--- config.mk ---
export PLATFORM = sky130hd
export DESIGN_NAME = drc_refresh_ctrl
export DESIGN_NICKNAME = d
export VERILOG_FILES = /design/src/drc_dummy_unused.sv /design/src/drc_pkg.sv /design/src/drc_refresh_ctrl.sv
export SDC_FILE = /design/constraint.sdc
export NUM_CORES = 1
export LEC_CHECK = 0
export ABC_AREA = 1
export BUFFER_PORTS_ARGS = -buffer_cell sky130_fd_sc_hd__clkbuf_2
export CORE_MARGIN = 10
export CORE_UTILIZATION = 35
export CTS_CLUSTER_SIZE = 10
export DETAILED_ROUTE_END_ITERATION = 10
export PLACE_DENSITY_LB_ADDON = 0.15
export REMOVE_ABC_BUFFERS = 1
export SLEW_MARGIN = 20
export SYNTH_ARGS = -nofsm -noshare
export SYNTH_HDL_FRONTEND = slang
export SYNTH_SLANG_ARGS = --single-unit
export TNS_END_PERCENT = 1
--- constraint.sdc ---
create_clock -name clk_sys -period 2.02 [get_ports clk_sys]
set_input_delay 0.202 -clock clk_sys [delete_from_list [all_inputs] [get_ports clk_sys]]
set_output_delay 0.202 -clock clk_sys [all_outputs]
set_load 0.02 [all_outputs]
--- src/drc_dummy_unused.sv ---
// drc_dummy_unused: intentionally empty, no design content
`timescale 1ns/10ps
`default_nettype none
`default_nettype wire

--- src/drc_pkg.sv ---
// drc_pkg: register map, field layout, codes and timing for the dram row compare and refresh block
package drc_pkg;
  // apb address width used by the register decoder
  localparam int unsigned     ADDR_W        = 8;
  // register byte offsets, one aligned word each
  localparam logic [7:0]      OFS_DRAM_CTRL = 8'h00;  // dram_control_register
  localparam logic [7:0]      OFS_REF_CTRL  = 8'h04;  // refresh_control_register
  localparam logic [7:0]      OFS_COUNT     = 8'h08;  // refresh_timer_count
  localparam logic [7:0]      OFS_CONST     = 8'h0C;  // refresh_time_constant
  localparam logic [7:0]      OFS_STATUS    = 8'h10;  // read-only state
  // dram_control_register fields
  localparam int unsigned     ROW_SHIFT_LSB = 0;      // row_shift_sel_2..0
  localparam int unsigned     SPACE_LSB     = 3;      // dram_space_type_2..0
  localparam int unsigned     BUS16_BIT     = 6;      // 1: 16-bit access space
  // refresh_control_register fields
  localparam int unsigned     CLK_SEL_LSB   = 0;      // refresh_clock_sel_2..0
  localparam int unsigned     REF_EN_BIT    = 3;      // refresh_enable_bit
  localparam int unsigned     REF_MODE_BIT  = 4;      // refresh_mode_bit
  localparam int unsigned     SELF_EN_BIT   = 5;      // self refresh in standby
  // status fields
  localparam int unsigned     ST_BUSY_BIT   = 0;
  localparam int unsigned     ST_SELF_BIT   = 1;
  localparam int unsigned     ST_PEND_BIT   = 2;
  // reset values
  localparam logic [6:0]      DRAM_CTRL_RST = 7'h00;
  localparam logic [5:0]      REF_CTRL_RST  = 6'h00;
  localparam logic [7:0]      COUNT_RST     = 8'h00;
  localparam logic [7:0]      CONST_RST     = 8'hFF;
  // row shift codes
  localparam logic [2:0]      SHIFT_11      = 3'h3;
  localparam logic [2:0]      SHIFT_8       = 3'h4;
  localparam logic [2:0]      SHIFT_9       = 3'h5;
  localparam logic [2:0]      SHIFT_10      = 3'h6;
  // refresh strobe timing in clk_sys cycles
  localparam logic [3:0]      CAS_LEAD_CYC  = 4'h1;   // cas low before ras falls
  localparam logic [3:0]      RAS_LOW_CYC   = 4'h4;   // ras low time of one refresh
  localparam logic [3:0]      PRECH_CYC     = 4'h2;   // both high before next cycle
  // refresh sequencer states
  typedef enum logic [1:0] {ST_IDLE, ST_CAS, ST_RAS, ST_RECOVER} drc_state_e;
endpackage

--- src/drc_refresh_ctrl.sv ---
// drc_refresh_ctrl: row compare, precharge select and cas-before-ras refresh with apb registers
// Functional notes
// - 11-bit shift compares A23..A11 or A23..A12
// - 8-bit shift compares A23..A8/A9, precharge A15..A9
// - 9-bit shift compares A23..A9/A10, precharge A15..A10
// - 10-bit shift compares A23..A10/A11, precharge A15..A11
// - refresh drops column strobe before row strobe
// - standby can put dram into self refresh
// - refresh only while some area is dram
// - cbr refresh only when refresh enable set
// - counter matches constant, refreshes, restarts at zero
// - counter starts when clock select nonzero
// - mode zero lets non-dram accesses run
//
// The implementer's own choices: the register addresses and register access over APB.
`timescale 1ns/10ps
`default_nettype none
module drc_refresh_ctrl
#(
  parameter int unsigned ROW_W = 24             // external address width
) (
  input  wire logic                    clk_sys,
  input  wire logic                    nrst,
  input  wire logic                    psel,
  input  wire logic                    penable,
  input  wire logic                    pwrite,
  input  wire logic [drc_pkg::ADDR_W-1:0] paddr,
  input  wire logic [31:0]             pwdata,
  output logic      [31:0]             prdata,
  output logic                         pready,
  output logic                         pslverr,
  input  wire logic                    accValid,   // one-cycle access strobe
  input  wire logic [ROW_W-1:0]        accAddr,    // access address
  input  wire logic                    accDram,    // access targets dram space
  input  wire logic                    standbyIn,  // software standby level
  output logic                         sameRow_q,  // access hits the open row
  output logic      [6:0]              prechSel_q, // column A15..A9 used as precharge select
  output logic                         casN_q,     // column strobe, active low
  output logic                         rasN_q,     // row strobe, active low
  output logic                         dramHold_q, // dram accesses must wait
  output logic                         extHold_q,  // all external accesses must wait
  output logic                         selfRef_q   // dram is in self refresh
);
  import drc_pkg::*;
  // compared row bits for a shift code and space width; zero mask means no compare
  function automatic logic [ROW_W-1:0] rowMask(input logic [2:0] sh, input logic b16);
    logic [4:0] low;
    low = 5'h00;
    case (sh)
      SHIFT_11: low = b16 ? 5'd12 : 5'd11;
      SHIFT_8:  low = b16 ? 5'd9  : 5'd8;
      SHIFT_9:  low = b16 ? 5'd10 : 5'd9;
      SHIFT_10: low = b16 ? 5'd11 : 5'd10;
      default:  low = 5'h00;
    endcase
    rowMask = (low == 5'h00) ? '0 : ({ROW_W{1'b1}} << low);
  endfunction
  // column bits A15..A9 that act as precharge select, sdram codes only
  function automatic logic [6:0] prechMask(input logic [2:0] sh);
    case (sh)
      SHIFT_8:  prechMask = 7'h7F;
      SHIFT_9:  prechMask = 7'h7E;
      SHIFT_10: prechMask = 7'h7C;
      default:  prechMask = 7'h00;
    endcase
  endfunction
  // prescaler tap for a clock select code; code zero never ticks
  function automatic logic preTick(input logic [2:0] sel, input logic [11:0] pre);
    case (sel)
      3'h1:    preTick = &pre[0:0];
      3'h2:    preTick = &pre[2:0];
      3'h3:    preTick = &pre[4:0];
      3'h4:    preTick = &pre[6:0];
      3'h5:    preTick = &pre[8:0];
      3'h6:    preTick = &pre[10:0];
      3'h7:    preTick = &pre[11:0];
      default: preTick = 1'b0;
    endcase
  endfunction
  logic [6:0]       dramCtrl_q;   // dram_control_register
  logic [5:0]       refCtrl_q;    // refresh_control_register
  logic [7:0]       count_q;      // refresh_timer_count
  logic [7:0]       const_q;      // refresh_time_constant
  logic [11:0]      pre_q;        // prescaler, held at zero while clock select is zero
  logic             refPend_q;    // refresh requested, not yet started
  logic             selfMode_q;   // current strobe cycle is self refresh
  logic [ROW_W-1:0] lastRow_q;    // last dram access address
  logic             rowOpen_q;    // lastRow_q holds a valid open row
  drc_state_e       state_q;
  drc_state_e       stateD;
  logic [3:0]       phase_q;      // cycles spent in current state
  // decoded control fields
  logic [2:0] rowShift;
  logic       bus16;
  logic       dramSpace;
  logic [2:0] clkSel;
  logic       refEn;
  logic       refMode;
  logic       selfEn;
  assign rowShift  = dramCtrl_q[ROW_SHIFT_LSB +: 3];
  assign bus16     = dramCtrl_q[BUS16_BIT];
  assign dramSpace = |dramCtrl_q[SPACE_LSB +: 3];
  assign clkSel    = refCtrl_q[CLK_SEL_LSB +: 3];
  assign refEn     = refCtrl_q[REF_EN_BIT];
  assign refMode   = refCtrl_q[REF_MODE_BIT];
  assign selfEn    = refCtrl_q[SELF_EN_BIT];
  // apb strobes; a write lands only on the completing access edge
  logic wrEn;
  logic cntWr;
  logic tick;
  logic match;
  logic selfGo;
  assign wrEn   = psel && penable && pwrite && pready;
  assign cntWr  = wrEn && (paddr == OFS_COUNT);
  assign tick   = preTick(clkSel, pre_q);
  assign match  = tick && (count_q == const_q) && !cntWr;
  assign selfGo = standbyIn && selfEn && dramSpace;
  // apb answer: ready one cycle after setup, so every access has one wait-free access phase
  always_ff @(posedge clk_sys or negedge nrst) begin
    if (!nrst) begin
      pready  <= 1'b0;
      pslverr <= 1'b0;
      prdata  <= 32'h0000_0000;
    end else begin
      pready  <= psel && !penable;
      pslverr <= 1'b0;
      if (psel && !penable) begin
        // read data is fixed at setup; counter may move before the access edge
        case (paddr)
          OFS_DRAM_CTRL: prdata <= {25'h0, dramCtrl_q};
          OFS_REF_CTRL:  prdata <= {26'h0, refCtrl_q};
          OFS_COUNT:     prdata <= {24'h0, count_q};
          OFS_CONST:     prdata <= {24'h0, const_q};
          OFS_STATUS:    prdata <= {29'h0, refPend_q, selfRef_q, (state_q != ST_IDLE)};
          default: begin
            prdata  <= 32'h0000_0000;
            pslverr <= 1'b1; // unmapped offset
          end
        endcase
      end
    end
  end
  // control registers
  always_ff @(posedge clk_sys or negedge nrst) begin
    if (!nrst) begin
      dramCtrl_q <= DRAM_CTRL_RST;
      refCtrl_q  <= REF_CTRL_RST;
      const_q    <= CONST_RST;
    end else if (wrEn) begin
      if (paddr == OFS_DRAM_CTRL) dramCtrl_q <= pwdata[6:0];
      if (paddr == OFS_REF_CTRL)  refCtrl_q  <= pwdata[5:0];
      if (paddr == OFS_CONST)     const_q    <= pwdata[7:0];
    end
  end
  // prescaler runs only while a clock is selected, so the first count is a full period
  always_ff @(posedge clk_sys or negedge nrst) begin
    if (!nrst) begin
      pre_q <= 12'h000;
    end else if (clkSel == 3'h0) begin
      pre_q <= 12'h000;
    end else begin
      pre_q <= pre_q + 12'h001;
    end
  end
  // refresh timer: software write wins over counting
  always_ff @(posedge clk_sys or negedge nrst) begin
    if (!nrst) begin
      count_q <= COUNT_RST;
    end else if (cntWr) begin
      count_q <= pwdata[7:0];
    end else if (match) begin
      count_q <= 8'h00;
    end else if (tick) begin
      count_q <= count_q + 8'h01;
    end
  end
  // pending request; a new match in the start cycle wins over the clear
  always_ff @(posedge clk_sys or negedge nrst) begin
    if (!nrst) begin
      refPend_q <= 1'b0;
    end else if (match && refEn && dramSpace) begin
      refPend_q <= 1'b1;
    end else if (!dramSpace || !refEn) begin
      refPend_q <= 1'b0;
    end else if (state_q == ST_IDLE && stateD == ST_CAS && !selfGo) begin
      refPend_q <= 1'b0;
    end
  end
  // sequencer next state
  always_comb begin
    stateD = state_q;
    case (state_q)
      ST_IDLE: begin
        // a stale request must not start once enable or dram space has gone
        if (selfGo || (refPend_q && refEn && dramSpace)) stateD = ST_CAS;
      end
      ST_CAS: begin
        if (phase_q + 4'h1 >= CAS_LEAD_CYC) stateD = ST_RAS;
      end
      ST_RAS: begin
        if (selfMode_q) begin
          if (!standbyIn) stateD = ST_RECOVER;
        end else if (phase_q + 4'h1 >= RAS_LOW_CYC) begin
          stateD = ST_RECOVER;
        end
      end
      ST_RECOVER: begin
        if (phase_q + 4'h1 >= PRECH_CYC) stateD = ST_IDLE;
      end
      default: stateD = ST_IDLE;
    endcase
  end

  // sequencer state, phase count and self refresh flag
  always_ff @(posedge clk_sys or negedge nrst) begin
    if (!nrst) begin
      state_q    <= ST_IDLE;
      phase_q    <= 4'h0;
      selfMode_q <= 1'b0;
    end else begin
      state_q <= stateD;
      phase_q <= (stateD != state_q) ? 4'h0 : phase_q + 4'h1;
      if (state_q == ST_IDLE && stateD == ST_CAS) selfMode_q <= selfGo;
      else if (stateD == ST_IDLE) selfMode_q <= 1'b0;
    end
  end

  // strobes and holds registered from the next state so they line up with state_q
  always_ff @(posedge clk_sys or negedge nrst) begin
    if (!nrst) begin
      casN_q     <= 1'b1;
      rasN_q     <= 1'b1;
      dramHold_q <= 1'b0;
      extHold_q  <= 1'b0;
      selfRef_q  <= 1'b0;
    end else begin
      casN_q     <= !(stateD == ST_CAS || stateD == ST_RAS);
      rasN_q     <= !(stateD == ST_RAS);
      dramHold_q <= (stateD != ST_IDLE);
      // mode zero frees non-dram space during the refresh
      extHold_q  <= (stateD != ST_IDLE) && refMode;
      selfRef_q  <= (stateD == ST_RAS) && (selfMode_q || (state_q == ST_IDLE && selfGo));
    end
  end

  // row compare and precharge select; a refresh closes the open row
  always_ff @(posedge clk_sys or negedge nrst) begin
    if (!nrst) begin
      sameRow_q  <= 1'b0;
      prechSel_q <= 7'h00;
      lastRow_q  <= '0;
      rowOpen_q  <= 1'b0;
    end else if (state_q == ST_RAS) begin
      sameRow_q <= 1'b0;
      rowOpen_q <= 1'b0;
    end else if (accValid && accDram) begin
      sameRow_q  <= rowOpen_q && (rowMask(rowShift, bus16) != '0)
                    && (((accAddr ^ lastRow_q) & rowMask(rowShift, bus16)) == '0);
      prechSel_q <= accAddr[15:9] & prechMask(rowShift);
      lastRow_q  <= accAddr;
      rowOpen_q  <= 1'b1;
    end
  end
  property p_row11;
    @(posedge clk_sys) disable iff (!nrst)
    (accValid && accDram && rowShift == SHIFT_11 && !bus16 && rowOpen_q && state_q != ST_RAS
     && accAddr[23:11] == lastRow_q[23:11]) |=> sameRow_q;
  endproperty
  a_row11: assert property (p_row11) else $error("11-bit shift row hit missed");
  property p_row8;
    @(posedge clk_sys) disable iff (!nrst)
    (accValid && accDram && rowShift == SHIFT_8 && state_q != ST_RAS)
      |=> prechSel_q == $past(accAddr[15:9]);
  endproperty
  a_row8: assert property (p_row8) else $error("8-bit shift precharge select wrong");
  property p_row9;
    @(posedge clk_sys) disable iff (!nrst)
    (accValid && accDram && rowShift == SHIFT_9 && bus16 && rowOpen_q && state_q != ST_RAS
     && accAddr[9] != lastRow_q[9] && accAddr[23:10] == lastRow_q[23:10])
      |=> sameRow_q && prechSel_q[0] == 1'b0;
  endproperty
  a_row9: assert property (p_row9) else $error("9-bit shift compare wrong");
  property p_row10;
    @(posedge clk_sys) disable iff (!nrst)
    (accValid && accDram && rowShift == SHIFT_10 && !bus16 && rowOpen_q && state_q != ST_RAS
     && accAddr[10] != lastRow_q[10]) |=> !sameRow_q && prechSel_q[1:0] == 2'b00;
  endproperty
  a_row10: assert property (p_row10) else $error("10-bit shift compare wrong");
  property p_casFirst;
    @(posedge clk_sys) disable iff (!nrst)
    $fell(rasN_q) |-> !casN_q && !$past(casN_q);
  endproperty
  a_casFirst: assert property (p_casFirst) else $error("ras fell without cas lead");
  property p_selfEnter;
    @(posedge clk_sys) disable iff (!nrst)
    (selfGo && state_q == ST_IDLE) ##1 standbyIn[*3] |-> selfRef_q;
  endproperty
  a_selfEnter: assert property (p_selfEnter) else $error("self refresh not entered");
  property p_needDram;
    @(posedge clk_sys) disable iff (!nrst)
    $fell(casN_q) |-> $past(dramSpace);
  endproperty
  a_needDram: assert property (p_needDram) else $error("refresh without dram space");
  property p_needEn;
    @(posedge clk_sys) disable iff (!nrst)
    ($fell(casN_q) && !$past(selfGo)) |-> $past(refEn);
  endproperty
  a_needEn: assert property (p_needEn) else $error("cbr refresh while disabled");
  property p_wrap;
    @(posedge clk_sys) disable iff (!nrst)
    match |=> count_q == 8'h00;
  endproperty
  a_wrap: assert property (p_wrap) else $error("counter did not restart at zero");
  property p_start;
    @(posedge clk_sys) disable iff (!nrst)
    ($rose(clkSel != 3'h0) && clkSel == 3'h1 && !cntWr && count_q != const_q)
      ##1 !cntWr |=> count_q == $past(count_q, 2) + 8'h01;
  endproperty
  a_start: assert property (p_start) else $error("counter did not start");
  property p_par;
    @(posedge clk_sys) disable iff (!nrst)
    !refMode |=> !extHold_q;
  endproperty
  a_par: assert property (p_par) else $error("non-dram access held in mode zero");
  property p_hold;
    @(posedge clk_sys) disable iff (!nrst)
    (state_q != ST_IDLE && refMode) |-> extHold_q || !$past(refMode);
  endproperty
  a_hold: assert property (p_hold) else $error("external access not held");
  property p_freeze;
    @(posedge clk_sys) disable iff (!nrst)
    (clkSel == 3'h0 && !cntWr) |=> $stable(count_q) && !$rose(refPend_q);
  endproperty
  a_freeze: assert property (p_freeze) else $error("counter moved while stopped");
endmodule // drc_refresh_ctrl
`default_nettype wire

# Word level (Yosys, flattened, before mapping)

Index checks and enable logic that the tools add are counted.

Mux-type cells: 36
Order comparisons: 3
Shift operators: 1
Reductions and logical operators: 57
Eq/ne operators: 22
Bitwise logic cells: 4
Add/sub/neg operators: 3

Operators by type and width:

| kind                  | count |
|---|---|
| $pmux 8 s5            | 1 |
| $and 24x24->24        | 1 |
| $logic_not 24->1      | 1 |
| $mux 24               | 1 |
| $mux 8                | 3 |
| $reduce_bool 24->1    | 1 |
| $shl 24x5->24 const A | 1 |
| $xor 24x24->24        | 1 |
| $eq 3x3->1 const B    | 7 |
| $logic_and 1x1->1     | 21 |
| $pmux 7 s3            | 1 |
| $eq 8x4->1 const B    | 2 |
| $pmux 4 s4            | 1 |
| $mux 2                | 7 |
| $mux 7                | 2 |
| $mux 1                | 13 |
| $add 12x1->12 const B | 1 |
| $mux 12               | 1 |
| $reduce_and 12->1     | 1 |
| $reduce_and 11->1     | 1 |
| $mux 5                | 2 |
| $eq 3x2->1 const B    | 3 |
| $reduce_and 9->1      | 1 |
| $add 8x1->8 const B   | 1 |
| other kinds (31)      | 51 |

Register bits: 121

# Logic depth before layout (Yosys ltp)

Gate-level depths: netlist of run 1.

Depth in word-level cells: 11
Depth in mapped cells: 16
Mapped depth without buffers: 16

# Worst setup path after synthesis of run 1

No wires, ideal clock.

Path type: register to register
From: register phase_q[0]
To: register selfMode_q
Data required time: 1,894 ps
Library setup time: 126 ps
Slack: 160 ps
Stages on the path, launching flop included: 11
Clock period less this slack: 1,860 ps
Arrival time: 1,734 ps
Path through: dfrtp_1 -> ha_1 -> xnor2_1 -> nand2_1 -> o211ai_1 -> nand3_1 -> inv_1 -> ha_1 -> nand2_1 -> nand3_1 -> o21ai_0

Cells in the longest elaborated chain, start to end: 8
Elaborated cells between the ends (all ways): 14
Those cells by class: 1 x add/sub; 3 x order compare; 1 x eq/ne; 6 x mux; 3 x reduce/logical

RTL lines:

| element                                            | line                                                                      | source |
|---|---|---|
| from (decl)                                        | drc_refresh_ctrl.sv:91                                                    | `logic [3:0] phase_q;` |
| from (signal assigned)                             | drc_refresh_ctrl.sv:222                                                   | `phase_q <= (stateD != state_q) ? 4'h0 : phase_q + 4'h1;` |
| $add 4x1->4 *                                      | drc_refresh_ctrl.sv:198, drc_refresh_ctrl.sv:203, drc_refresh_ctrl.sv:208 |  |
| $ge 4x3->1                                         | drc_refresh_ctrl.sv:203                                                   | `end else if (phase_q + 4'h1 >= RAS_LOW_CYC) begin` |
| $mux 2                                             | drc_refresh_ctrl.sv:203                                                   |  |
| $mux 2                                             | drc_refresh_ctrl.sv:201                                                   | `if (selfMode_q) begin` |
| $pmux 2 s4 *                                       | drc_refresh_ctrl.sv:192                                                   | `case (state_q)` |
| named net stateD[1]                                | drc_refresh_ctrl.sv:90                                                    | `drc_state_e stateD;` |
| $eq 2x1->1                                         | drc_refresh_ctrl.sv:223                                                   | `if (state_q == ST_IDLE && stateD == ST_CAS) selfMode_q <= selfGo;` |
| $logic_and 1x1->1                                  | drc_refresh_ctrl.sv:223                                                   |  |
| $mux 1 / $reduce_bool 2->1 (equally long branches) | --                                                                        |  |
| to (signal assigned)                               | drc_refresh_ctrl.sv:223                                                   |  |
| to (decl)                                          | drc_refresh_ctrl.sv:86                                                    | `logic selfMode_q;` |

Mark *: on every way through the listed nets, which the timed path passes. The rest lies on a longest branch.
A chain may end at the register's enable or synchronous reset.

# Worst setup path after layout of run 1

From: register pre_q[0]
To: register count_q[0]

Cells in the longest elaborated chain, start to end: 6
Elaborated cells between the ends (all ways): 12
Those cells by class: 3 x mux; 9 x reduce/logical

RTL lines:

| element                                         | line                    | source |
|---|---|---|
| from (decl)                                     | drc_refresh_ctrl.sv:84  | `logic [11:0] pre_q;` |
| from (signal assigned)                          | drc_refresh_ctrl.sv:162 | `pre_q <= pre_q + 12'h001;` |
| $reduce_and 12->1, or another cell as far along | drc_refresh_ctrl.sv:76  | `3'h7: preTick = &pre[11:0];` |
| $pmux 1 s7 *                                    | drc_refresh_ctrl.sv:69  | `case (sel)` |
| $logic_and 1x1->1 (2 in a row)                  | drc_refresh_ctrl.sv:116 | `assign match = tick && (count_q == const_q) && !cntWr;` |
| $mux 8                                          | drc_refresh_ctrl.sv:171 | `end else if (match) begin` |
| $mux 8                                          | drc_refresh_ctrl.sv:169 | `end else if (cntWr) begin` |
| to (signal assigned)                            | drc_refresh_ctrl.sv:170 | `count_q <= pwdata[7:0];` |
| to (signal assigned)                            | drc_refresh_ctrl.sv:174 | `count_q <= count_q + 8'h01;` |
| to (decl)                                       | drc_refresh_ctrl.sv:82  | `logic [7:0] count_q;` |

Mark *: on every way between the ends. The rest lies on a longest branch, timed or not.

==> results of run 1 <==
==> metal layers <==
layer	global-route usage, %	vias to the layer above	part of all wire, %
met2	19.5	108	45
met3	3.22	16	5.8
met5	0	-	0
met4	4.39	0	1.5
met1	16.8	1889	48
li1	-	2069	-
==> how the worst min path moves through the flow <==
stage                           start  slack, ns                         to
after floorplan                  nrst      -0.09     count_q[0]$_DFFE_PN0P_
after global placement           nrst       0.20  prechSel_q[3]$_DFFE_PN0P_
after detailed placement         nrst       0.21  prechSel_q[3]$_DFFE_PN0P_
after CTS                   pwdata[2]       0.09     count_q[2]$_DFFE_PN0P_
after global routing      accAddr[17]       0.11  lastRow_q[17]$_DFFE_PN0P_
final                     accAddr[21]       0.10  lastRow_q[21]$_DFFE_PN0P_
==> power by group through the flow <==
| stage | clock [mW] | combinational [mW] | sequential [mW] |
|---|---|---|---|
| global placement | 0 | 1.16 | 2.23 |
| CTS | 1.86 | 1.18 | 2.21 |
| floorplan | 0 | 0.728 | 2.27 |
| detailed placement | 0 | 1.17 | 2.24 |
| finish | 1.80 | 1.21 | 2.21 |
| global route | 1.93 | 1.40 | 2.24 |
==> repair_timing <==
action / CTS / global route
setup endpoints to repair: 0 / 10
hold endpoints to repair: 28 / 0
resized for setup: 0 / 16
hold buffers: 1 / 0
buffers inserted: 0 / 5
==> registers in the layout (all words and copies together) (netlist names), 2 cells and up <==
signal and cells:
count_q 8, pre_q 12, state_q 2, prdata 8
prechSel_q 7, lastRow_q 16, dramCtrl_q 7, const_q 8
phase_q 4, refCtrl_q 6
==> Yosys cell counts, types with 10 or more instances <==
library cell | number | area, sq um
sky130_fd_sc_hd__nand3_1 | 47 | 235
sky130_fd_sc_hd__dfrtp_1 | 79 | 1980
sky130_fd_sc_hd__nor2_1 | 52 | 195
sky130_fd_sc_hd__ha_1 | 10 | 125
sky130_fd_sc_hd__nand4_1 | 11 | 68.8
sky130_fd_sc_hd__o21ai_2 | 14 | 123
sky130_fd_sc_hd__o21ai_0 | 29 | 145
sky130_fd_sc_hd__xor2_1 | 10 | 87.6
sky130_fd_sc_hd__nand2_1 | 153 | 574
sky130_fd_sc_hd__dfstp_2 | 10 | 263
sky130_fd_sc_hd__inv_1 | 72 | 270
sky130_fd_sc_hd__buf_4 | 25 | 188
==> kinds of logic after synthesis <==
| kind of cell | synth area share (%) |
|---|---|
| xor gates and xnor gates | 3.35 |
| other | 0.0754 |
| AOI/OAI and AO/OA | 9.46 |
| adders and majority gates | 2.52 |
| DFF | 45.0 |
| and+or+nand+nor | 28.5 |
| buffers and inverters | 11.1 |
==> through the flow <==
| stage | total power, mW | instance area [sq um] | hold slack [ns] | setup WS [ns] | util [%] |
|---|---|---|---|---|---|
| floorplan | 3.00 | 4800 | -0.0936 | 0.160 | - |
| global placement | 3.39 | 5470 | 0.196 | 0.105 | 39.4 |
| detailed placement | 3.42 | 5470 | 0.206 | 0.0734 | 39.4 |
| CTS | 5.26 | 5800 | 0.0894 | 0.0442 | 41.8 |
| global route | 5.58 | 5920 | 0.110 | -0.0237 | 42.6 |
| finish | 5.23 | 5920 | 0.102 | 0.136 | 42.6 |
==> critical path: cells and delay by family, from the launching register on <==
kind | cells | cell delay (ns)
adder cells (fa/ha/maj) | 2 | 0.34
AND/OR/NAND/NOR | 10 | 0.78
buffers and inverters | 4 | 0.26
flip-flops | 1 | 0.37
==> area by class of cell <==
type | instances | area, sq um | area share (%)
inverters | 78 | 295 | 4.99
repair buffers | 84 | 493 | 8.33
flip-flops and latches | 89 | 2240 | 37.8
clock buffers | 13 | 250 | 4.23
well taps | 180 | 225 | 3.80
multi-input cells | 428 | 2350 | 39.7
clock inverters | 3 | 67.6 | 1.14
==> run summary, run 1 <==
For this block, the routed nets add up to 12,400 microns of wire. The most critical setup path has its endpoint at count_q[0]$_DFFE_PN0P_. 0 antenna diodes ended up in the layout. The number of library cell types mapped by synthesis is 43, and the number of enable-type register cells in the synthesized netlist is 0.

The routed layout has 4,082 vias. The worst register-to-register path ends at count_q[0]$_DFFE_PN0P_. For this run, design rule violations remaining after detail routing come to 0. In this run switching power makes up 30.4% of total power.

VDD sags by at most 409 uV. The maximum net fanout on the critical path works out to 5. For this design the static power due to leakage is 2.95 nW.

The top cell types in the final layout, fill and taps aside, are sky130_fd_sc_hd__nand2_1, sky130_fd_sc_hd__dfrtp_1, sky130_fd_sc_hd__inv_1. The residual overflow from global routing is 0. The beginning of the critical path was pre_q[0]$_DFF_PN0_. In the final timing run, aggregate negative setup slack is 0 ns. The count of cells in the finished layout, fillers not included, comes to 875. In this run the remaining antenna-violating nets after routing total 0.

The cell count after synthesis was 609. For this run, the post-layout net count is 772. Of all flip-flops after synthesis, the portion carrying an async set or reset was 100%. Walking the worst path, the cells encountered are ha_2 -> nand2_2 -> nor2_4 -> nand2_2 -> inv_2 -> ha_2 -> nand3_1 -> nand2_1 -> inv_1 -> nand2_1 -> inv_2 -> nand2_4 -> buf_4 -> nand2_4 -> nand3_1 -> nand3_1. The area of the die was 19,400 sq um; the endpoint required time on the critical path was 2.24 ns. The total power divided by cell area is 884 nW/um^2, and the synthesis-stage register bit count is 89.

For this run, the leading register cell type out of synthesis is sky130_fd_sc_hd__dfrtp_1. Across the run, the number of max-cap violations was 0. Once detailed placement completed, the half-perimeter wirelength came to 9480 microns. TritonCTS built the clock tree. For the TritonCTS buffer count, the log shows 9. The tools report the final-report hold violation count as 0. The clock latency of the later-clocked register in the worst-skew pair is 0.34 ns, and the critical path data arrival time is 2.11 ns. The worst flop-to-flop path startpoint is pre_q[0]$_DFF_PN0_. In this run the deepest clock path goes through 2 buffers.

After layout, the minimum clock period comes to 1.88 ns. The cell area that synthesis handed to floorplanning was 4970 sq um. The tools report the final number of max-transition violations as 0. For the worst flop-to-flop path, the logic depth is 16. On the worst path, the slowest cell contributes a delay of 0.37 ns. The slowest cell on the critical path is sky130_fd_sc_hd__dfrtp_1.

In the final routed layout, each cell accounts on average for 14.1 microns. The first global-routing pass estimated 20,400 microns of wire. Dividing the final minimum period by the clock period gives 93.3%.

Summing the sequential cell areas from Yosys gives 45.0% of the chip area. The via count of the first global-routing pass was 4,062; the sequential share of power was 42.3%. The worst register-to-register path has a setup slack of 0.14 ns.

The horizontal die dimension was 139 microns. The number of warnings reported in the yosys synthesis log is 0, and the final-layout fill cell count is 1,451. The synthesized area divided by synthesized cell count was 8.16 sq um.

Clock skew on the completed layout was measured at 0.00879 ns. Timing would allow up to 0.531 GHz. The total of endpoints with negative setup slack in the final report was 0; the initial antenna violation count was 0. The most common cell after layout, fill and taps aside is sky130_fd_sc_hd__nand2_1.

The post-route netlist has 23.6% of its cells at a drive strength greater than 1. CTS placed an instance of sky130_fd_sc_hd__clkbuf_16 at the clock tree root. STA classifies the critical path endpoint as a flop.

The run finished with clean final reports. The worst hold path cell count was 3; the clock group share of total power was 34.5%. For the pin count of the biggest net entering global routing, the log shows 43. In this run the power spent charging and discharging nets is 1.59 mW. Number of buffers added on ports: 62. The tools report the part of the power in combinational logic as 23.2%.

From synthesis to final layout, the design area changed by 19.0%. The number of placed instances, taps included, is 851. After clock tree synthesis, the clock-pin slew on the worst setup and hold paths is 0.06 ns.

The number of top-level pins came out at 119. The vertical extent of the die works out to 139 microns. The tools report the level count of the clock H-tree as 3.

The detailed-router iteration count before antenna repair was 4. The detailed router finished its first iteration with 191 violations. For this design, the sink count on the clock tree is 89.

After detailed routing, the number of vias per cell comes to 4.67. The floorplan has 43 rows. STA classifies the critical path startpoint as a flop.

The critical path in this run is classified as reg2reg. For this configuration, the core starts out at a cell density of 35.8%. For the placer congestion estimate, the log shows 0.834. The floorplan step defined a core boundary enclosing 13,900 sq um. Internal power comes to 3.64 mW. Global routing used 12.7% of the available tracks. The cell repeated most along the worst path was sky130_fd_sc_hd__nand3_1.

In this run the worst hold path is classified as in2reg.
Power figures use the tool's default switching activity.
==> run 2: changes to the inputs <==
RECOVER_POWER = 25   (was unset)
==> run 2 against run 1 <==
Effect of this change:
- sequential power about the same
- sequential cell count unchanged
- final cell count unchanged
- first-iteration DRC count up 8.9%
- cell area down 0.61%
- clock-buffer cell count unchanged
- sequential share of layout area up 0.23 points
- die area unchanged
- critical path depth down 6
- global-route usage unchanged
==> run summary, run 2 (synthesized netlist as in run 1, its figures left out) <==
The minimum setup slack in the final design is 0.120 ns, and the achievable frequency is 0.526 GHz. Summed over all cells, the static leakage comes to 2.91 nW. The final routed wire length divided by cell count came out at 14.2 microns. Total non-filler cell area in the finished layout: 5880 sq um. In the final layout, the share of cells above drive strength 1 is 22.4%. Dividing total power by cell area gives a power density of 888 nW/um^2. The net total in the final layout was 772; the vertical extent of the die was 139 microns.

The worst hold path was traced through 3 stages. The placed instances occupy a cell area of 5470 sq um. The run gives 0.00844 ns as the clock skew after layout. Share of the cycle needed by the critical path after routing: 94.1%. The run finished with clean final reports. CTS built an H-tree with a depth of 3. The run gives 0 as the initial antenna violation count. For the maximum buffer depth of the clock tree, the log shows 2. CTS placed an instance of sky130_fd_sc_hd__clkbuf_16 at the clock tree root. The tool flagged a number of max-cap violations equal to 0. The startpoint type of the worst setup path is a flop. For the worst setup path, the data arrival time is 2.12 ns.

The worst setup path is captured at a flop. The worst register-to-register path has a depth of 10. Clock latency on the worst-skew pair, taken at its later pin, is 0.34 ns.

The run gives 12.7% as the overall global routing resource usage. The register ranked first by flip-flop count was lastRow_q. IR analysis of the VDD net gives a maximum drop of 408 uV. The library cells used most frequently in the layout, excluding fill and tap cells, are sky130_fd_sc_hd__nand2_1, sky130_fd_sc_hd__dfrtp_1, sky130_fd_sc_hd__inv_1. The clock drives 89 sinks.

The placer congestion estimate came out at 0.834. The run gives 19,400 sq um as the area of the die. The filler cells instantiated in the layout total 1,452. TritonCTS built the clock tree. Entering global routing, the biggest net connects 43 pins. The class of the tightest hold or removal check was in2reg.

The most common cell after layout, fill and taps aside was sky130_fd_sc_hd__nand2_1. In the routed design, unresolved DRC markers number 0. The run gives 9480 microns as the HPWL after detailed placement. Summed over all layers, the routed wires come to 12,400 microns. The via count of the first global-routing pass was 4,062.

For the pin with the worst max-slew slack, the measured transition is 0.946 ns. The global-route wire length before repair was 20,400 microns; the floorplan row count was 43. Buffers placed on the I/O ports in this run total 62.

After global routing the overflow that remains totals 0. Measured against its own limit, the worst slew margin works out to 36.9%. In the final layout, the registers with the most flip-flops are lastRow_q (16), pre_q (12). After clock tree synthesis, the clock-pin slew on the worst setup and hold paths is 0.06 ns.

Pin placement for this block handled 119 I/O pins. Setup violations remaining at the end of the flow were counted as 0. Subtracting the final worst setup slack from the clock period gives 1.90 ns. The first-iteration detailed-routing DRC count was 208. Final number of max-transition violations: 0. At the placement stage, the worst setup path has a slack of 0.0734 ns. The final cell utilization of the core came out at 42.4%.

The number of clock buffers added by TritonCTS is 9. The via density per instance works out to 4.66. Along the worst path, the maximum fanout reaches 5. The worst setup path is of the reg2reg kind. The run gives 13,900 sq um as the floorplan core area.

From left edge to right edge, the die measures 139 microns. The run gives 0 as the total inserted antenna cells. The initial utilization of the core area, before any placement, comes to 35.8%.

The logs give 0 for the antenna violation net count after detailed routing and 4 for the detailed-router iteration count before antenna repair. The endpoint required time on the critical path was 2.24 ns. The final-report hold violation count was 0. The flip-flop count of the largest register, all copies and words added is 16, and the sum of negative setup slack is 0 ns. Detailed routing inserted a total of 4,074 vias. The area growth from synthesis to layout is 18.3%.
run 2: cell types whose count changed in the layout (fill, tap and decap cells not counted):
cell | previous run | this run
sky130_fd_sc_hd__clkbuf_2 | 61 | 57
sky130_fd_sc_hd__nor2_1 | 52 | 54
sky130_fd_sc_hd__nor2_8 | 4 | 3
sky130_fd_sc_hd__clkbuf_1 | 3 | 9
sky130_fd_sc_hd__buf_4 | 21 | 19
sky130_fd_sc_hd__nor2_4 | 4 | 3
run 2: power breakdown:
part	internal, mW	switching, mW	leakage, nW	total (mW)
clock	1.12	0.683	0.150	1.80
combinational	0.461	0.744	1.60	1.21
sequential	2.05	0.161	1.16	2.21
total	3.64	1.59	2.91	5.22
run 2: final timing paths:
kind | start | endpoint | slack, ns
max in group asynchronous | nrst | const_q[3]$_DFFE_PN1P_ | 0.63
min in group asynchronous | nrst | prechSel_q[3]$_DFFE_PN0P_ | 0.54
worst min register to register | prdata[6]$_DFFE_PN0P_ | prdata[6]$_DFFE_PN0P_ | 0.48
worst min-delay path | accAddr[21] | lastRow_q[21]$_DFFE_PN0P_ | 0.10
worst max register to register | pre_q[0]$_DFF_PN0_ | count_q[0]$_DFFE_PN0P_ | 0.12
worst max-delay path | pre_q[0]$_DFF_PN0_ | count_q[0]$_DFFE_PN0P_ | 0.12
run 2: repair_timing:
item                       4_1_cts  5_1_grt
hold buffers                     1        0
setup endpoints to repair        0       10
hold endpoints to repair        28        0
resized for setup                0       16
buffers inserted                 0        5
run 2: layout make-up:
| type | instances | area [sq um] | area share (%) |
|---|---|---|---|
| Sequential cell | 89 | 2240 | 38.1 |
| Clock buffer | 13 | 250 | 4.25 |
| Tap cell | 180 | 225 | 3.83 |
| Multi-Input combinational cell | 428 | 2320 | 39.5 |
| Timing Repair Buffer | 84 | 480 | 8.17 |
| Inverter | 78 | 295 | 5.02 |
| Clock inverter | 3 | 67.6 | 1.15 |
run 2: layer usage:
metal	track usage [%]	routed length [microns]	vias up
li1	-	-	2064
met4	4.39	183	0
met1	16.8	6050	1904
met5	0	0	-
met3	3.22	664	15
met2	19.5	5530	91
run 2: stage by stage:
stage	power (mW)	instances	hold WS, ns
2_1_floorplan	3.00	593	-0.0936
3_3_place_gp	3.39	851	0.196
3_5_place_dp	3.42	851	0.206
4_1_cts	5.26	868	0.0894
5_1_grt	5.57	875	0.110
6_report	5.22	875	0.102
run 2: worst max-delay path, stage by stage, from the launching register on:
cell and delay [ns]:
sky130_fd_sc_hd__dfrtp_1 0.40, sky130_fd_sc_hd__ha_2 0.20, sky130_fd_sc_hd__nand2_2 0.08, sky130_fd_sc_hd__nor2_4 0.05, sky130_fd_sc_hd__ha_1 0.18, sky130_fd_sc_hd__nand3_1 0.06
sky130_fd_sc_hd__nand4_1 0.35, sky130_fd_sc_hd__nand2_8 0.25, sky130_fd_sc_hd__nor2_4 0.08, sky130_fd_sc_hd__nand2_1 0.07, sky130_fd_sc_hd__nand3_1 0.07
==> run 3: changes to the inputs <==
BUFFER_PORTS_ARGS = unset   (was -buffer_cell sky130_fd_sc_hd__clkbuf_2)
DONT_BUFFER_PORTS = 1   (was unset)
==> run 3 against run 2 <==
Effect of this change:
- the flow now finishes with violations (hold timing)
- cell area fell by 0.11%
- first-iteration DRC count rose by 26%
- power rose by 2.7%
- final cell count fell by 4.7%
- sequential power rose by 4%
- sequential share of layout area rose by 0.062 points
- via count fell by 2.2%
- core utilization barely moved
- clock skew rose by 0.0012 ns
- clock-buffer cell count fell by 3
- non-clock buffer count fell by 40
- critical endpoint is now selfMode_q$_DFFE_PN0P_
- largest power group unchanged
==> run summary, run 3 (synthesized netlist as in run 1, its figures left out) <==
The tightest min-delay check is of the in2async type. Data on the critical path is required at its endpoint by 2.24 ns. The logs give 834 for the number of standard cells in the layout, taps in and fillers out and 0.0860 ns for the minimum setup slack in the final design.

After floorplanning, the core was divided into 43 placement rows. The largest registers in the layout are lastRow_q (16), pre_q (12). Setup repair after global routing could not meet its margin everywhere. Register ranked first by flip-flop count: lastRow_q. The logs give 0 for the initial antenna violation count and 18 for the hold-fix buffer count after cts.

The tools report the static power due to leakage as 2.79 nW. Data on the critical path arrives at its endpoint at 2.16 ns. The register with the most flip-flops in the layout has 16 of them.

From bottom edge to top edge, the die measures 139 microns. The detailed-router iteration count before antenna repair was 4. Subtracting the final worst setup slack from the clock period gives 1.93 ns.

Dividing total power by cell area gives a power density of 913 nW/um^2. For the total routed wirelength, the log shows 12,700 microns. Once layout is complete, the utilization of the core stands at 42.3%. Clock-pin slew was measured on the worst setup and hold paths at 0.07 ns. The die covers 19,400 sq um.

Leaving out fill and tap cells, the most frequent cell in the layout is sky130_fd_sc_hd__nand2_1. The tools report the residual overflow from global routing as 0. 119 I/O pins were placed. Of all nets on the critical path, the largest fanout is 4. The category of the critical setup timing path was reg2reg. Across the routed clock network, the largest skew measured is 0.00960 ns. Summing all placed instances gives a cell area of 5130 sq um. The worst slack on hold paths is -0.449 ns. CTS built an H-tree with a depth of 3.

Based on the critical path, the design can be clocked at up to 0.517 GHz. For this run, design rule violations remaining after detail routing come to 0. After the last flow step, the layout net total stands at 731.

Port buffering added 0 buffers. 0 antenna diodes ended up in the layout. The final reports fail on hold timing. The run gives 262 as the first-iteration detailed-routing DRC count. TritonCTS built the clock tree.

Once detail routing completed, the nets flagged for antenna violations numbered 0. The library cells used most frequently in the layout, excluding fill and tap cells, are sky130_fd_sc_hd__nand2_1, sky130_fd_sc_hd__dfrtp_1, sky130_fd_sc_hd__inv_1. TritonCTS created 9 clock buffers. The pin count of the biggest net entering global routing was 90. The run finished, with violations left. The final route contains 3,986 vias. The core region is 13,900 sq um.

The share of the cycle needed by the critical path after routing is 95.7%. Setup violations remaining at the end of the flow were counted as 0. The first global-routing pass estimated 20,600 microns of wire. The tools report the final-report hold violation count as 89. IR analysis of the VDD net gives a maximum drop of 347 uV. Fill cells in the final layout number 1,421.

Summed over all nets, the half-perimeter wirelength after detailed placement is 9150 microns. The via density per instance is 4.78. The clock latency of the later-clocked register in the worst-skew pair was 0.35 ns. The worst-case setup slack after placement is -0.00814 ns, and the total non-filler cell area in the finished layout is 5880 sq um.

The initial cell density of the core is 35.8%. The cell sitting at the root of the clock tree is a sky130_fd_sc_hd__clkbuf_16. The post-route netlist has 17.7% of its cells at a drive strength greater than 1. The final number of max-transition violations came out at 0.

The run gives 2 as the maximum buffer depth of the clock tree. Dividing the detail-routed wire length by the instance count gives 15.3 microns. For the number of maximum-capacitance violations, the log shows 0. Horizontal die dimension: 139 microns. Once placement completed, the tool counted placed cells totaling 787. The tree built by TritonCTS fans out to 89 sinks.

In the global route stage, overall resource usage came out at 12.9%. Compared with the post-synthesis result, the final layout area differs by 18.2%. For the via count of the first global-routing pass, the log shows 3,894. The run gives 0.874 as the placer congestion estimate. The worst setup path is captured at a flop. STA classifies the critical path startpoint as a flop.
[run 3: final timing paths]
path | cells after the start | endpoint | slack [ns] | from
setup / recovery | 10 | selfMode_q$_DFFE_PN0P_ | 0.09 | phase_q[1]$_DFF_PN0_
hold / removal | 0 | prechSel_q[5]$_DFFE_PN0P_ | -0.45 | nrst
setup reg to reg | 10 | selfMode_q$_DFFE_PN0P_ | 0.09 | phase_q[1]$_DFF_PN0_
hold reg to reg | 2 | lastRow_q[10]$_DFFE_PN0P_ | 0.49 | lastRow_q[10]$_DFFE_PN0P_
max in group asynchronous | 0 | rasN_q$_DFF_PN1_ | 2.24 | nrst
min in group clk_sys | 1 | pready$_DFF_PN0_ | 0.03 | penable
[run 3: power breakdown]
part | leakage (nW) | switching, mW | internal [mW]
Combinational | 1.48 | 0.688 | 0.536
Sequential | 1.16 | 0.231 | 2.06
Clock | 0.151 | 0.733 | 1.12
Total | 2.79 | 1.65 | 3.71
[run 3: through the flow]
stage	TNS (ns)	hold slack (ns)	total power, mW
6_report	0	-0.449	5.37
5_1_grt	-0.0755	-0.464	5.71
4_1_cts	0	-0.470	5.23
3_5_place_dp	-0.00814	-0.0906	3.29
3_3_place_gp	0	-0.0901	3.26
2_1_floorplan	0	-0.0936	3.00
[run 3: area by class of cell]
| type | count | area, sq um | area share, % |
|---|---|---|---|
| Multi-Input combinational cell | 427 | 2410 | 40.9 |
| Sequential cell | 89 | 2240 | 38.1 |
| Inverter | 78 | 295 | 5.02 |
| Tap cell | 180 | 225 | 3.83 |
| Clock buffer | 10 | 239 | 4.07 |
| Timing Repair Buffer | 44 | 379 | 6.45 |
| Clock inverter | 6 | 91.3 | 1.55 |
[run 3: worst max-delay path, cell delays in order (launching register included)]
cell and delay [ns]:
sky130_fd_sc_hd__dfrtp_2 0.43, sky130_fd_sc_hd__ha_4 0.19, sky130_fd_sc_hd__xnor2_4 0.21, sky130_fd_sc_hd__nand2_2 0.09, sky130_fd_sc_hd__o211ai_1 0.24, sky130_fd_sc_hd__nand3_1 0.17, sky130_fd_sc_hd__inv_2 0.14, sky130_fd_sc_hd__ha_4 0.14
sky130_fd_sc_hd__nand2_1 0.06, sky130_fd_sc_hd__nand3_1 0.08, sky130_fd_sc_hd__o21ai_0 0.08
[run 3: what timing repair did]
item / 4_1_cts / 5_1_grt
buffers inserted: 3 / 9
cloned: 0 / 1
resized for setup: 1 / 27
pin swaps: 2 / 12
hold endpoints to repair: 108 / 89
endpoints found under the setup margin: 3 / 16
[run 3: metal layers]
layer	wire length [microns]	share of wire, %	GRT usage, %	vias to the layer above
met4	161	1.3	4.39	0
met5	0	0	0	-
met1	5890	46	16.9	1876
met2	5610	44	19.5	114
met3	1070	8.4	4.35	15
li1	-	-	-	1981
